[config.mk]
export PLATFORM = sky130hd
export DESIGN_NAME = gzb_ports
export DESIGN_NICKNAME = d
export VERILOG_FILES = /design/src/core/gzb_pkg.sv /design/src/core/gzb_sync3.sv /design/src/core/gzb_ports.sv
export SDC_FILE = /design/constraint.sdc
export NUM_CORES = 1
export LEC_CHECK = 0
export BUFFER_PORTS_ARGS = -buffer_cell sky130_fd_sc_hd__buf_2
export CORE_MARGIN = 2
export CORE_UTILIZATION = 50
export CTS_CLUSTER_SIZE = 24
export DETAILED_ROUTE_END_ITERATION = 10
export GPL_TIMING_DRIVEN = 0
export MAX_ROUTING_LAYER = met4
export PLACE_DENSITY = 0.76
export SLEW_MARGIN = 20
export SYNTH_ARGS = -nofsm -noshare
export SYNTH_HDL_FRONTEND = slang
export SYNTH_SLANG_ARGS = --single-unit
[constraint.sdc]
create_clock -name ref_clk -period 3.2 [get_ports ref_clk]
set_input_delay 0.64 -clock ref_clk [delete_from_list [all_inputs] [get_ports ref_clk]]
set_output_delay 0.64 -clock ref_clk [all_outputs]
set_load 0.005 [all_outputs]
[src/core/gzb_pkg.sv]
// Purpose: Shared constants and types for the general-purpose port block.
// Assumes: Eight-bit register bus with byte-wide data in the low lane.
// Notes:   Every offset, field position and reset value is named here once.
`default_nettype none
package gzb_pkg;

  // ****************************************************************
  // Register map
  // ****************************************************************
  localparam logic [7:0] GZB_OFF_PORT_A_DATA = 8'h00; // Port A latch write, port read.
  localparam logic [7:0] GZB_OFF_PORT_B_DATA = 8'h04; // Port B latch write, port read.
  localparam logic [7:0] GZB_OFF_PORT_C_DATA = 8'h08; // Port C latch write, port read.
  localparam logic [7:0] GZB_OFF_PORT_A_DIR  = 8'h0C; // port_a_direction.
  localparam logic [7:0] GZB_OFF_PORT_B_DIR  = 8'h10; // port_b_direction.
  localparam logic [7:0] GZB_OFF_PORT_C_FSEL = 8'h14; // port_c_function_select.
  localparam logic [7:0] GZB_OFF_PORT_C_DIR  = 8'h18; // port_c_direction.
  localparam logic [7:0] GZB_OFF_ZERO_CROSS  = 8'h1C; // zero_cross_control.
  localparam logic [7:0] GZB_OFF_BIT_OP      = 8'h20; // Single-bit set, clear and test.

  // ****************************************************************
  // Reset values
  // ****************************************************************
  localparam logic [7:0] GZB_DIR_RST   = 8'hFF; // All pins are inputs.
  localparam logic [7:0] GZB_FSEL_RST  = 8'h00; // All port C pins in port mode.
  localparam logic [7:0] GZB_ZCM_RST   = 8'h06; // Both bias bits set.
  localparam logic [7:0] GZB_LATCH_RST = 8'h00; // Latch content is not promised.

  // ****************************************************************
  // Field positions
  // ****************************************************************
  localparam int unsigned GZB_ZC1_BIT    = 1; // irq1_zero_cross_bias.
  localparam int unsigned GZB_ZC2_BIT    = 2; // irq2_zero_cross_bias.
  localparam int unsigned GZB_PC3_BIT    = 3; // port_c_bit3, irq2_or_timer_input.
  localparam logic [7:0]  GZB_ZCM_MASK   = 8'h06; // Writable bias bits.
  localparam logic [7:0]  GZB_CTL_OUTCAP = 8'hD5; // Control roles that can drive.
  localparam int unsigned GZB_OP_LSB     = 6; // Bit operation code, two bits.
  localparam int unsigned GZB_SEL_LSB    = 4; // Port selector, two bits.
  localparam int unsigned GZB_IDX_LSB    = 0; // Bit index, three bits.

  // Operation codes of the single-bit register.
  typedef enum logic [1:0] {
    GZB_OP_NONE  = 2'b00,
    GZB_OP_SET   = 2'b01,
    GZB_OP_CLEAR = 2'b10,
    GZB_OP_TEST  = 2'b11
  } gzb_bitop_t;

endpackage
`default_nettype wire

[src/core/gzb_sync3.sv]
// Purpose: Three-stage synchroniser for a group of pin inputs.
// Assumes: Inputs are asynchronous to ref_clk.
// Notes:   A change is accepted once the second and third stages agree.
`timescale 1ns/100ps
`default_nettype none
module gzb_sync3 (
  // Clock and reset
  input  wire logic       ref_clk,
  input  wire logic       reset_n,
  // Pins
  input  wire logic [7:0] async_in,
  // Settled level
  output logic      [7:0] level_out
);

  // ****************************************************************
  // Stages
  // ****************************************************************
  logic [7:0] s1_reg;    // First stage, read only by the second.
  logic [7:0] s2_reg;    // Second stage.
  logic [7:0] s3_reg;    // Third stage.
  logic [7:0] lvl_reg;   // Accepted level.
  logic [7:0] lvl_next;  // Next accepted level.

  // Each bit settles on its own once its two late stages match.
  always_comb begin
    for (int i = 0; i < 8; i++) begin
      lvl_next[i] = (s2_reg[i] == s3_reg[i]) ? s3_reg[i] : lvl_reg[i];
    end
  end

  // Plain shift through the stages.
  always_ff @(posedge ref_clk or negedge reset_n) begin
    if (!reset_n) begin
      s1_reg  <= 8'h00;
      s2_reg  <= 8'h00;
      s3_reg  <= 8'h00;
      lvl_reg <= 8'h00;
    end else begin
      s1_reg  <= async_in;
      s2_reg  <= s1_reg;
      s3_reg  <= s2_reg;
      lvl_reg <= lvl_next;
    end
  end

  assign level_out = lvl_reg;

endmodule
`default_nettype wire

[src/core/gzb_ports.sv]
// Purpose: Three eight-bit parallel ports with zero-cross bias control.
// Assumes: Plain register port; hardware STOP arrives as a same-clock level.
// Notes:   Pin levels pass a three-stage synchroniser before any read.
`timescale 1ns/100ps
`default_nettype none
module gzb_ports
  import gzb_pkg::*;
(
  // Clock and reset
  input  wire logic       ref_clk,
  input  wire logic       reset_n,
  // Register port
  input  wire logic [7:0] reg_addr,
  input  wire logic [7:0] reg_wdata,
  input  wire logic       reg_wr,
  input  wire logic       reg_rd,
  output logic      [7:0] reg_rdata,
  // Standby control
  input  wire logic       hw_stop,
  // Port A pins
  input  wire logic [7:0] port_a_pins_in,
  output logic      [7:0] port_a_pins_out,
  output logic      [7:0] port_a_pins_oe,
  // Port B pins
  input  wire logic [7:0] port_b_pins_in,
  output logic      [7:0] port_b_pins_out,
  output logic      [7:0] port_b_pins_oe,
  // Port C pins
  input  wire logic [7:0] port_c_pins_in,
  output logic      [7:0] port_c_pins_out,
  output logic      [7:0] port_c_pins_oe,
  // Peripheral side of port C
  input  wire logic [7:0] ctl_out,
  input  wire logic [7:0] ctl_oe,
  output logic      [7:0] ctl_in,
  // Zero-cross bias enables
  output logic            irq1_bias_en,
  output logic            irq2_bias_en
);

  // ****************************************************************
  // Declarations
  // ****************************************************************
  logic [7:0] pa_sync;            // Settled port A pin levels.
  logic [7:0] pb_sync;            // Settled port B pin levels.
  logic [7:0] pc_sync;            // Settled port C pin levels.
  logic [7:0] lat_a_reg;          // Port A output latch.
  logic [7:0] lat_b_reg;          // Port B output latch.
  logic [7:0] lat_c_reg;          // Port C output latch.
  logic [7:0] lat_a_next;         // Next port A latch.
  logic [7:0] lat_b_next;         // Next port B latch.
  logic [7:0] lat_c_next;         // Next port C latch.
  logic [7:0] dir_a_reg;          // port_a_direction.
  logic [7:0] dir_b_reg;          // port_b_direction.
  logic [7:0] dir_c_reg;          // port_c_direction.
  logic [7:0] fsel_reg;           // port_c_function_select.
  logic [7:0] zcm_reg;            // zero_cross_control.
  logic [7:0] dir_a_next;         // Next port A direction.
  logic [7:0] dir_b_next;         // Next port B direction.
  logic [7:0] dir_c_next;         // Next port C direction.
  logic [7:0] fsel_next;          // Next function select.
  logic [7:0] zcm_next;           // Next bias control.
  logic       test_reg;           // Result of the last bit test.
  logic       test_next;          // Next bit test result.
  logic [7:0] rdata_reg;          // Registered read data.
  logic [7:0] rdata_next;         // Read data for the next cycle.
  logic [7:0] view_a;             // Port A as software sees it.
  logic [7:0] view_b;             // Port B as software sees it.
  logic [7:0] view_c;             // Port C as software sees it.
  logic [7:0] ctl_drive;          // Port C bits a peripheral drives.
  logic [7:0] view_sel;           // Port picked by a bit operation.
  logic [7:0] bit_mask;           // One-hot mask of a bit operation.
  logic [7:0] rmw_value;          // Full byte written back by a bit operation.
  gzb_bitop_t op;                 // Decoded operation code.
  logic [1:0] op_port;            // Port selector of a bit operation.
  logic       op_wr;              // A write to the bit operation register.

  // ****************************************************************
  // Pin synchronisers
  // ****************************************************************
  // Pins are sampled continuously; nothing is held for later reads.
  gzb_sync3 u_sync_a (
    .ref_clk   (ref_clk),
    .reset_n   (reset_n),
    .async_in  (port_a_pins_in),
    .level_out (pa_sync)
  );

  gzb_sync3 u_sync_b (
    .ref_clk   (ref_clk),
    .reset_n   (reset_n),
    .async_in  (port_b_pins_in),
    .level_out (pb_sync)
  );

  gzb_sync3 u_sync_c (
    .ref_clk   (ref_clk),
    .reset_n   (reset_n),
    .async_in  (port_c_pins_in),
    .level_out (pc_sync)
  );

  // ****************************************************************
  // Port views and pin drive
  // ****************************************************************
  // A control role drives only where the role is an output and the
  // peripheral asks to drive, which lets the serial clock turn round.
  assign ctl_drive = fsel_reg & GZB_CTL_OUTCAP & ctl_oe;

  // Each bit picks pin, latch or control signal in one generate loop.
  genvar gi;
  generate
    for (gi = 0; gi < 8; gi++) begin : g_bit
      // Inputs show the live pin, outputs the latch.
      assign view_a[gi] = dir_a_reg[gi] ? pa_sync[gi] : lat_a_reg[gi];
      assign view_b[gi] = dir_b_reg[gi] ? pb_sync[gi] : lat_b_reg[gi];
      // Control mode shows the control signal where it drives, else the pin; port mode as port A.
      assign view_c[gi] = fsel_reg[gi]
                        ? (ctl_drive[gi] ? ctl_out[gi] : pc_sync[gi])
                        : (dir_c_reg[gi] ? pc_sync[gi] : lat_c_reg[gi]);
      // Output enables: the latch is hidden while the bit is an input.
      assign port_a_pins_oe[gi] = ~dir_a_reg[gi];
      assign port_b_pins_oe[gi] = ~dir_b_reg[gi];
      // The control role overrides the direction bit.
      assign port_c_pins_oe[gi] = fsel_reg[gi] ? ctl_drive[gi] : ~dir_c_reg[gi];
      assign port_c_pins_out[gi] = fsel_reg[gi] ? ctl_out[gi] : lat_c_reg[gi];
    end
  endgenerate

  // Port A and B latches always face the pins; the enable decides what is seen.
  assign port_a_pins_out = lat_a_reg;
  assign port_b_pins_out = lat_b_reg;
  // Peripherals always see the settled pin levels.
  assign ctl_in = pc_sync;

  // ****************************************************************
  // Zero-cross bias
  // ****************************************************************
  // STOP gates both amplifiers; bit3 in port mode also gates pin two.
  // The analog amplifier itself lies outside this block.
  assign irq1_bias_en = zcm_reg[GZB_ZC1_BIT] & ~hw_stop;
  assign irq2_bias_en = zcm_reg[GZB_ZC2_BIT] & fsel_reg[GZB_PC3_BIT] & ~hw_stop;

  // ****************************************************************
  // Bit operation decode
  // ****************************************************************
  // A set or clear reads the whole port view, changes one bit and
  // writes the whole byte back, so input bits take the pin level.
  always_comb begin
    op_wr    = reg_wr && (reg_addr == GZB_OFF_BIT_OP);
    op       = gzb_bitop_t'(reg_wdata[GZB_OP_LSB +: 2]);
    op_port  = reg_wdata[GZB_SEL_LSB +: 2];
    bit_mask = 8'h01 << reg_wdata[GZB_IDX_LSB +: 3];
    case (op_port)
      2'b00:   view_sel = view_a;
      2'b01:   view_sel = view_b;
      2'b10:   view_sel = view_c;
      default: view_sel = 8'h00;
    endcase
    case (op)
      GZB_OP_SET:   rmw_value = view_sel | bit_mask;
      GZB_OP_CLEAR: rmw_value = view_sel & ~bit_mask;
      default:      rmw_value = view_sel;
    endcase
  end

  // ****************************************************************
  // Output latches
  // ****************************************************************
  // A byte write loads all eight bits whatever the direction says.
  always_comb begin
    lat_a_next = lat_a_reg;
    lat_b_next = lat_b_reg;
    lat_c_next = lat_c_reg;
    if (reg_wr) begin
      case (reg_addr)
        GZB_OFF_PORT_A_DATA: lat_a_next = reg_wdata;
        GZB_OFF_PORT_B_DATA: lat_b_next = reg_wdata;
        GZB_OFF_PORT_C_DATA: lat_c_next = reg_wdata;
        default: begin
        end
      endcase
    end
    // Only set and clear write back; a test leaves the latch alone.
    if (op_wr && (op == GZB_OP_SET || op == GZB_OP_CLEAR)) begin
      case (op_port)
        2'b00:   lat_a_next = rmw_value;
        2'b01:   lat_b_next = rmw_value;
        2'b10:   lat_c_next = rmw_value;
        default: begin
        end
      endcase
    end
  end

  // Latches are kept through STOP; only modes return to defaults.
  always_ff @(posedge ref_clk or negedge reset_n) begin
    if (!reset_n) begin
      lat_a_reg <= GZB_LATCH_RST;
      lat_b_reg <= GZB_LATCH_RST;
      lat_c_reg <= GZB_LATCH_RST;
    end else begin
      lat_a_reg <= lat_a_next;
      lat_b_reg <= lat_b_next;
      lat_c_reg <= lat_c_next;
    end
  end

  // ****************************************************************
  // Mode registers
  // ****************************************************************
  // STOP holds the directions and function select at their defaults, and writes
  // to them are ignored meanwhile, which keeps all pins quiet in standby.
  always_comb begin
    dir_a_next = dir_a_reg;
    dir_b_next = dir_b_reg;
    dir_c_next = dir_c_reg;
    fsel_next  = fsel_reg;
    zcm_next   = zcm_reg;
    if (reg_wr) begin
      case (reg_addr)
        GZB_OFF_PORT_A_DIR:  dir_a_next = reg_wdata;
        GZB_OFF_PORT_B_DIR:  dir_b_next = reg_wdata;
        GZB_OFF_PORT_C_DIR:  dir_c_next = reg_wdata;
        GZB_OFF_PORT_C_FSEL: fsel_next  = reg_wdata;
        GZB_OFF_ZERO_CROSS:  zcm_next   = reg_wdata & GZB_ZCM_MASK;
        default: begin
        end
      endcase
    end
    if (hw_stop) begin
      dir_a_next = GZB_DIR_RST;
      dir_b_next = GZB_DIR_RST;
      dir_c_next = GZB_DIR_RST;
      fsel_next  = GZB_FSEL_RST;
    end
  end

  // Reset puts every mode and both bias bits at their defaults.
  always_ff @(posedge ref_clk or negedge reset_n) begin
    if (!reset_n) begin
      dir_a_reg <= GZB_DIR_RST;
      dir_b_reg <= GZB_DIR_RST;
      dir_c_reg <= GZB_DIR_RST;
      fsel_reg  <= GZB_FSEL_RST;
      zcm_reg   <= GZB_ZCM_RST;
    end else begin
      dir_a_reg <= dir_a_next;
      dir_b_reg <= dir_b_next;
      dir_c_reg <= dir_c_next;
      fsel_reg  <= fsel_next;
      zcm_reg   <= zcm_next;
    end
  end

  // ****************************************************************
  // Read path
  // ****************************************************************
  // Read data appear in the cycle after the strobe and only there.
  // A bit test keeps its result for the next read of that register.
  always_comb begin
    test_next  = test_reg;
    rdata_next = 8'h00;
    if (op_wr && op == GZB_OP_TEST) begin
      test_next = |(view_sel & bit_mask);
    end
    if (reg_rd) begin
      case (reg_addr)
        GZB_OFF_PORT_A_DATA: rdata_next = view_a;
        GZB_OFF_PORT_B_DATA: rdata_next = view_b;
        GZB_OFF_PORT_C_DATA: rdata_next = view_c;
        GZB_OFF_PORT_A_DIR:  rdata_next = dir_a_reg;
        GZB_OFF_PORT_B_DIR:  rdata_next = dir_b_reg;
        GZB_OFF_PORT_C_DIR:  rdata_next = dir_c_reg;
        GZB_OFF_PORT_C_FSEL: rdata_next = fsel_reg;
        GZB_OFF_ZERO_CROSS:  rdata_next = zcm_reg;
        GZB_OFF_BIT_OP:      rdata_next = {7'h00, test_reg};
        default:             rdata_next = 8'h00;
      endcase
    end
  end

  // Registered read data and test result.
  always_ff @(posedge ref_clk or negedge reset_n) begin
    if (!reset_n) begin
      rdata_reg <= 8'h00;
      test_reg  <= 1'b0;
    end else begin
      rdata_reg <= rdata_next;
      test_reg  <= test_next;
    end
  end

  assign reg_rdata = rdata_reg;
endmodule
`default_nettype wire

== Yosys cells after proc, flatten, opt, wreduce, memory -nomap -nowiden ==
Index checks and enable logic that the tools add are counted.

* Eq/ne operators: 37
* Shifts and indexed selects: 1
* Muxes and demuxes: 84
* Bitwise logic cells: 33
* Reduce and logical (&&, ||, !) cells: 17

{| class="wikitable"
|+ Operators by type and width
! operator !! count
|-
| 8-bit two-way mux || 25
|-
| 8-bit one-hot mux with 9 select lines || 1
|-
| 1-bit two-way mux || 56
|-
| 8-bit by 5-bit equality test with 1-bit output, second input constant || 4
|-
| 1-bit NOT || 25
|-
| 8-bit AND || 3
|-
| 1-bit equality test || 24
|-
| 8-bit one-hot mux with 3 select lines || 1
|-
| 8-bit by 4-bit equality test with 1-bit output, second input constant || 2
|-
| 8-bit one-hot mux with 2 select lines || 1
|-
| 2-bit AND reduction || 5
|-
| 2-bit nonzero test || 5
|-
| 8-bit by 3-bit equality test with 1-bit output, second input constant || 1
|-
| 8-bit by 6-bit equality test with 1-bit output, second input constant || 1
|-
| 8-bit zero test || 1
|-
| 8-bit NOT || 1
|-
| 8-bit bitwise OR || 1
|-
| 8-bit OR reduction || 1
|-
| 1-bit by 3-bit << shifter with 8-bit output, first input constant || 1
|-
| 2-bit equality test, second input constant || 3
|-
| 2-bit by 1-bit equality test with 1-bit output, second input constant || 2
|-
| 1-bit AND || 3
|-
| 1-bit logical AND || 3
|-
| 2-bit zero test || 1
|-
| 1-bit logical OR || 1
|}

* Register bits after elaboration: 163
* Input bits: 61
* Output and inout port bits: 66

== Longest topological paths before layout ==
* Depth in word-level cells: 8
* Mapped depth: 8

== Hierarchy ==
From an unflattened synthesis, not the netlist that was laid out.

* Cell total of the unflattened synthesis: 623
* Area, all modules: 7231.9 um2

{| class="wikitable"
|+ Modules (own cells, without submodules)
! module !! times used !! cells each !! area each (um2)
|-
| gzb_ports || 1 || 503 || 4559.4
|-
| gzb_sync3 || 3 || 40 || 890.9
|}

== Worst setup path after synthesis ==
Ideal clock, no wire load.

* Kind: input to register
* From: input reg_addr[1]
* To: register lat_b_reg[1], in the netlist port_b_pins_out[1]
* Arrival: 2123 ps
* Path slack: 943 ps
* Stages on the path: 7
* Path buffers: 2
* Cells stage by stage: or4_4 buf_6 nor3_4 nand4b_4 nor2_8 buf_12 a21oi_1

* Longest elaborated chain between the ends: 5
* Elaborated cells between the ends (all ways): 8
* Those cells by class: 2 x eq/ne; 4 x mux; 2 x reduce/logical

{| class="wikitable"
|+ RTL lines
! element !! RTL line !! text
|-
| start: declaration || gzb_ports.sv:13 || <nowiki>input wire logic [7:0] reg_addr,</nowiki>
|-
| 8-bit by 3-bit equality test with 1-bit output || gzb_ports.sv:176 || <nowiki>case (reg_addr)</nowiki>
|-
| 8-bit two-way mux || gzb_ports.sv:176 ||
|-
| 8-bit two-way mux || gzb_ports.sv:175 || <nowiki>if (reg_wr) begin</nowiki>
|-
| 8-bit two-way mux || gzb_ports.sv:186 || <nowiki>case (op_port)</nowiki>
|-
| 8-bit two-way mux * || gzb_ports.sv:185 || <nowiki>if (op_wr && (op == GZB_OP_SET || op == GZB_OP_CLEAR)) begin</nowiki>
|-
| net lat_b_next[1] || gzb_ports.sv:51 || <nowiki>logic [7:0] lat_b_next;</nowiki>
|-
| end signal: assignment || gzb_ports.sv:204 || <nowiki>lat_b_reg <= lat_b_next;</nowiki>
|-
| end: declaration || gzb_ports.sv:48 || <nowiki>logic [7:0] lat_b_reg;</nowiki>
|}

Mark *: on every way through the listed nets, which the timed path passes. The rest lies on a longest branch.
A chain may end at the register's enable or synchronous reset.

== Worst setup path after layout ==
* From: input reg_addr[1]
* To: register dir_b_reg[7]

* Longest elaborated chain between the ends: 3

{| class="wikitable"
|+ RTL lines
! element !! RTL line !! text
|-
| 8-bit by 5-bit equality test with 1-bit output || gzb_ports.sv:221 || <nowiki>case (reg_addr)</nowiki>
|-
| 2-bit nonzero test (no source line) || n/a ||
|-
| 2-bit AND reduction (no source line) || n/a ||
|-
| end signal: assignment || gzb_ports.sv:249 || <nowiki>dir_b_reg <= dir_b_next;</nowiki>
|-
| end: declaration || gzb_ports.sv:54 || <nowiki>logic [7:0] dir_b_reg;</nowiki>
|}

No other way between the ends.

==> metrics.md <==
| Metric | Value |
|---|---|
| Worst hold slack | 0.131 ns |
| Postcts setup bufs | 0 |
| Layout cells sized above 1 | 0.313 |
| Count of state elements after synthesis | about 160 |
| Largest net degree at the start of global routing | 107 |
| Post-Place Cells | 913 |
| Critical path origin | reg_addr[1] |
| Post-synth EDFFs | 0 |
| Status | complete, no violations |
| Crit-path slowest cell | nor2_1 |
| Worst Setup End Kind | flip-flop |
| Period minus WS final | around 3.1 ns |
| Biggest area consumer among synthesized cells | dfrtp_1 |
| Crit share post-route | 0.979 |
| Crit path DAT | roughly 3.5 ns |
| CP delay by family, top | simple AND/OR/NAND/NOR gates |
| Final cell utilization of the core | 0.620 |
| Synthesized Nets | 679 |
| Worst clock skew | between 0.006 and 0.007 ns |
| Routed wire length | 22.9 mm |
| Area of the die | approximately 0.015 mm2 |
| IO Pins | 127 |
| 1st-pass router iterations | 7 |
| Seq/Total Area, Yosys | 0.574 |
| Main flop type after synthesis | dfrtp_1 |
| Hold Vio Cnt, Final | 0 |
| Final instance area | 0.00863 mm2 |
| TritonCTS buffer count | 17 |
| Post-detailed-route count of antenna-violating nets | 0 |
| Non-Filler Instances | 944 |
| Number of vias per cell | 6.15 |
| Remaining global-route overflow | 0 |
| Final slew viol count | 0 |
| Port buffer count | 117 |
| Ranking of synthesized cells by area | dfrtp_1 (48%), dfstp_2 (9.5%), mux2i_1 (5.5%) |
| Post-synth ARST share | 1.00 |
| CP most frequent cell | nand2_1 |
| Largest fanout on the critical path | 9 |
| Average cell area after synthesis | 11.6 um2 |
| Initial antenna violation count | 0 |
| First-pass GRT wire length | 33.3 mm |
| Buffers & Inverters on Critical Path | 2 |
| Antenna Cells | 0 |
| Vias in the first global route | 5,608 |
| Placed Instance Area | roughly 0.008 mm2 |
| CTS root buf | clkbuf_16 |
| Clock Path Buffers | 2 |
| Leakage | 4.20 nW |
| Commonest cells in the netlist | dfrtp_1 (137), nand2_1 (58), nor2_1 (53) |
| Worst-path clk slew | 0.07 ns |
| Worst setup path class | input port to flip-flop |
| DR iter-0 viols | 634 |
| Placer congestion estimate | 0.956 |
| Pwr Density | 556 mW/mm2 |
| Clk sink count | 163 |
| RSZ-0062 raised after global routing | false |
| Hold-fix buffer count after cts | 0 |
| Max-slew headroom | 0.118 |
| Die height | 124 um |
| Class of the most critical hold timing path | input port to asynchronous set/reset pin |
| Total track usage | 0.318 |
| Die X | 124 um |
| Synth Instances | approximately 620 |
| Post_cts resized | 0 |
| Worst-skew pair later-pin latency | approximately 0.42 ns |
| Slowest Stage Delay on Critical Path | 1.00 ns |
| # nets final | 816 |
| Core outline area | between 0.01 and 0.015 mm2 |
| F_max | 319 MHz |
| Pre-CTS WS | -0.0662 ns |
| Synth Warn # | 0 |
| Cell-by-cell trace of the critical path | buf_2 > or4_4 > buf_6 > nor2_1 > nand2_1 > nand2_1 > nand3b_1 |
| Fill cells | about 1,100 |
| Most common cell in the netlist | dfrtp_1 |
| Total number of vias | 5,807 |
| WL/cell | 24.3 um |
| Setup slack after layout | 0.0659 ns |
| Worst endpoint required time | 3.54 ns |
| CP startpoint kind | input port |
| Final setup violation count | 0 |
| Worst vdd ir | 428 uV |
| Slew @ Worst Pin | 1.32 ns |
| H-tree depth | 4 |
| Area delta synth->final | 20.5% |
| Mapped Area | 0.00716 mm2 |
| CTS tree | done |
| Yosys cell types | 54 |
| RR Startpoint | fsel_reg[0] |
| Maximum capacitance violations | 0 |
| Detail Placement HPWL | 15.2 mm |
| Synth top area share | 0.479 |
| Initial core utilization | 0.514 |
| DRC | 0 |
| Row count | 43 |
## area by class of cell
cell class,instances,area [um2],area share
Sequential cell,163,4110,0.476
Clock buffer,18,439,0.0509
Tap cell,180,225,0.0261
Clock inverter,13,184,0.0213
Buffer,29,146,0.0170
Multi-Input combinational cell,401,2820,0.327
Inverter,22,82.6,0.00957
Timing Repair Buffer,118,623,0.0722
## where the power goes
part           leakage [nW]  internal [mW]  switching (mW)
Sequential             1.96           2.16          0.0609
Combinational          1.94          0.155           0.251
Clock                 0.304           1.27           0.895
Total                  4.20           3.59            1.21
## layer usage
| metal | vias to the layer above | routed length (um) | global-route usage |
|---|---|---|---|
| met3 | 62 | 2490 | 0.0861 |
| met5 | - | 0 | - |
| met1 | 2866 | 9610 | 0.433 |
| met4 | 0 | 604 | 0.112 |
| met2 | 395 | 10200 | 0.461 |
| li1 | 2484 | - | - |
## final timing paths
path	slack [ns]	end	depth (start not counted)
min in group ref_clk	0.32	u_sync_c.s1_reg[4]	1
hold / removal	0.13	u_sync_c.s3_reg[5]	1
hold reg to reg	0.35	u_sync_b.s2_reg[3]	0
max in group asynchronous	2.18	dir_c_reg[7]	2
setup reg to reg	0.90	lat_c_reg[0]	7
setup / recovery	0.07	dir_b_reg[7]	7
## per-stage QoR
step	setup TNS, ns	total power, mW
floorplan	0	2.44
global placement	-98.12	2.64
detailed placement	-0.343	2.66
CTS	0	4.81
global route	0	4.95
finish	0	4.80
## layout by cell type, fill, tap and decap left out, types with 4 or more instances in the layout
cell type	n
dfstp_2	26
nor2b_1	4
a211o_1	15
nand3b_1	12
inv_1	22
a211oi_1	5
o211ai_1	4
mux2_2	31
mux2i_1	39
maj3_1	24
o22ai_1	6
dfrtp_1	137
a221oi_1	7
clkbuf_1	21
a21oi_1	34
inv_6	5
a21oi_2	6
a22oi_1	6
nor2_2	4
o2bb2ai_1	4
nor2_1	53
o21ai_0	16
clkbuf_16	17
nand2_1	58
buf_2	121
and3_1	5
nand3_1	10
a31oi_1	6
## cells by family (layout without fill, tap and decap cells)
group           after synthesis  in the layout  share of synthesized area
flops                       163            163                      0.574
mux                          70             70                      0.103
compound gates              129            129                      0.124
simple gates                175            175                      0.128
buf+inv                      51            200                     0.0320
fa+ha+maj                    27             27                     0.0388
No activity file was read; power rests on OpenSTA's default activity.
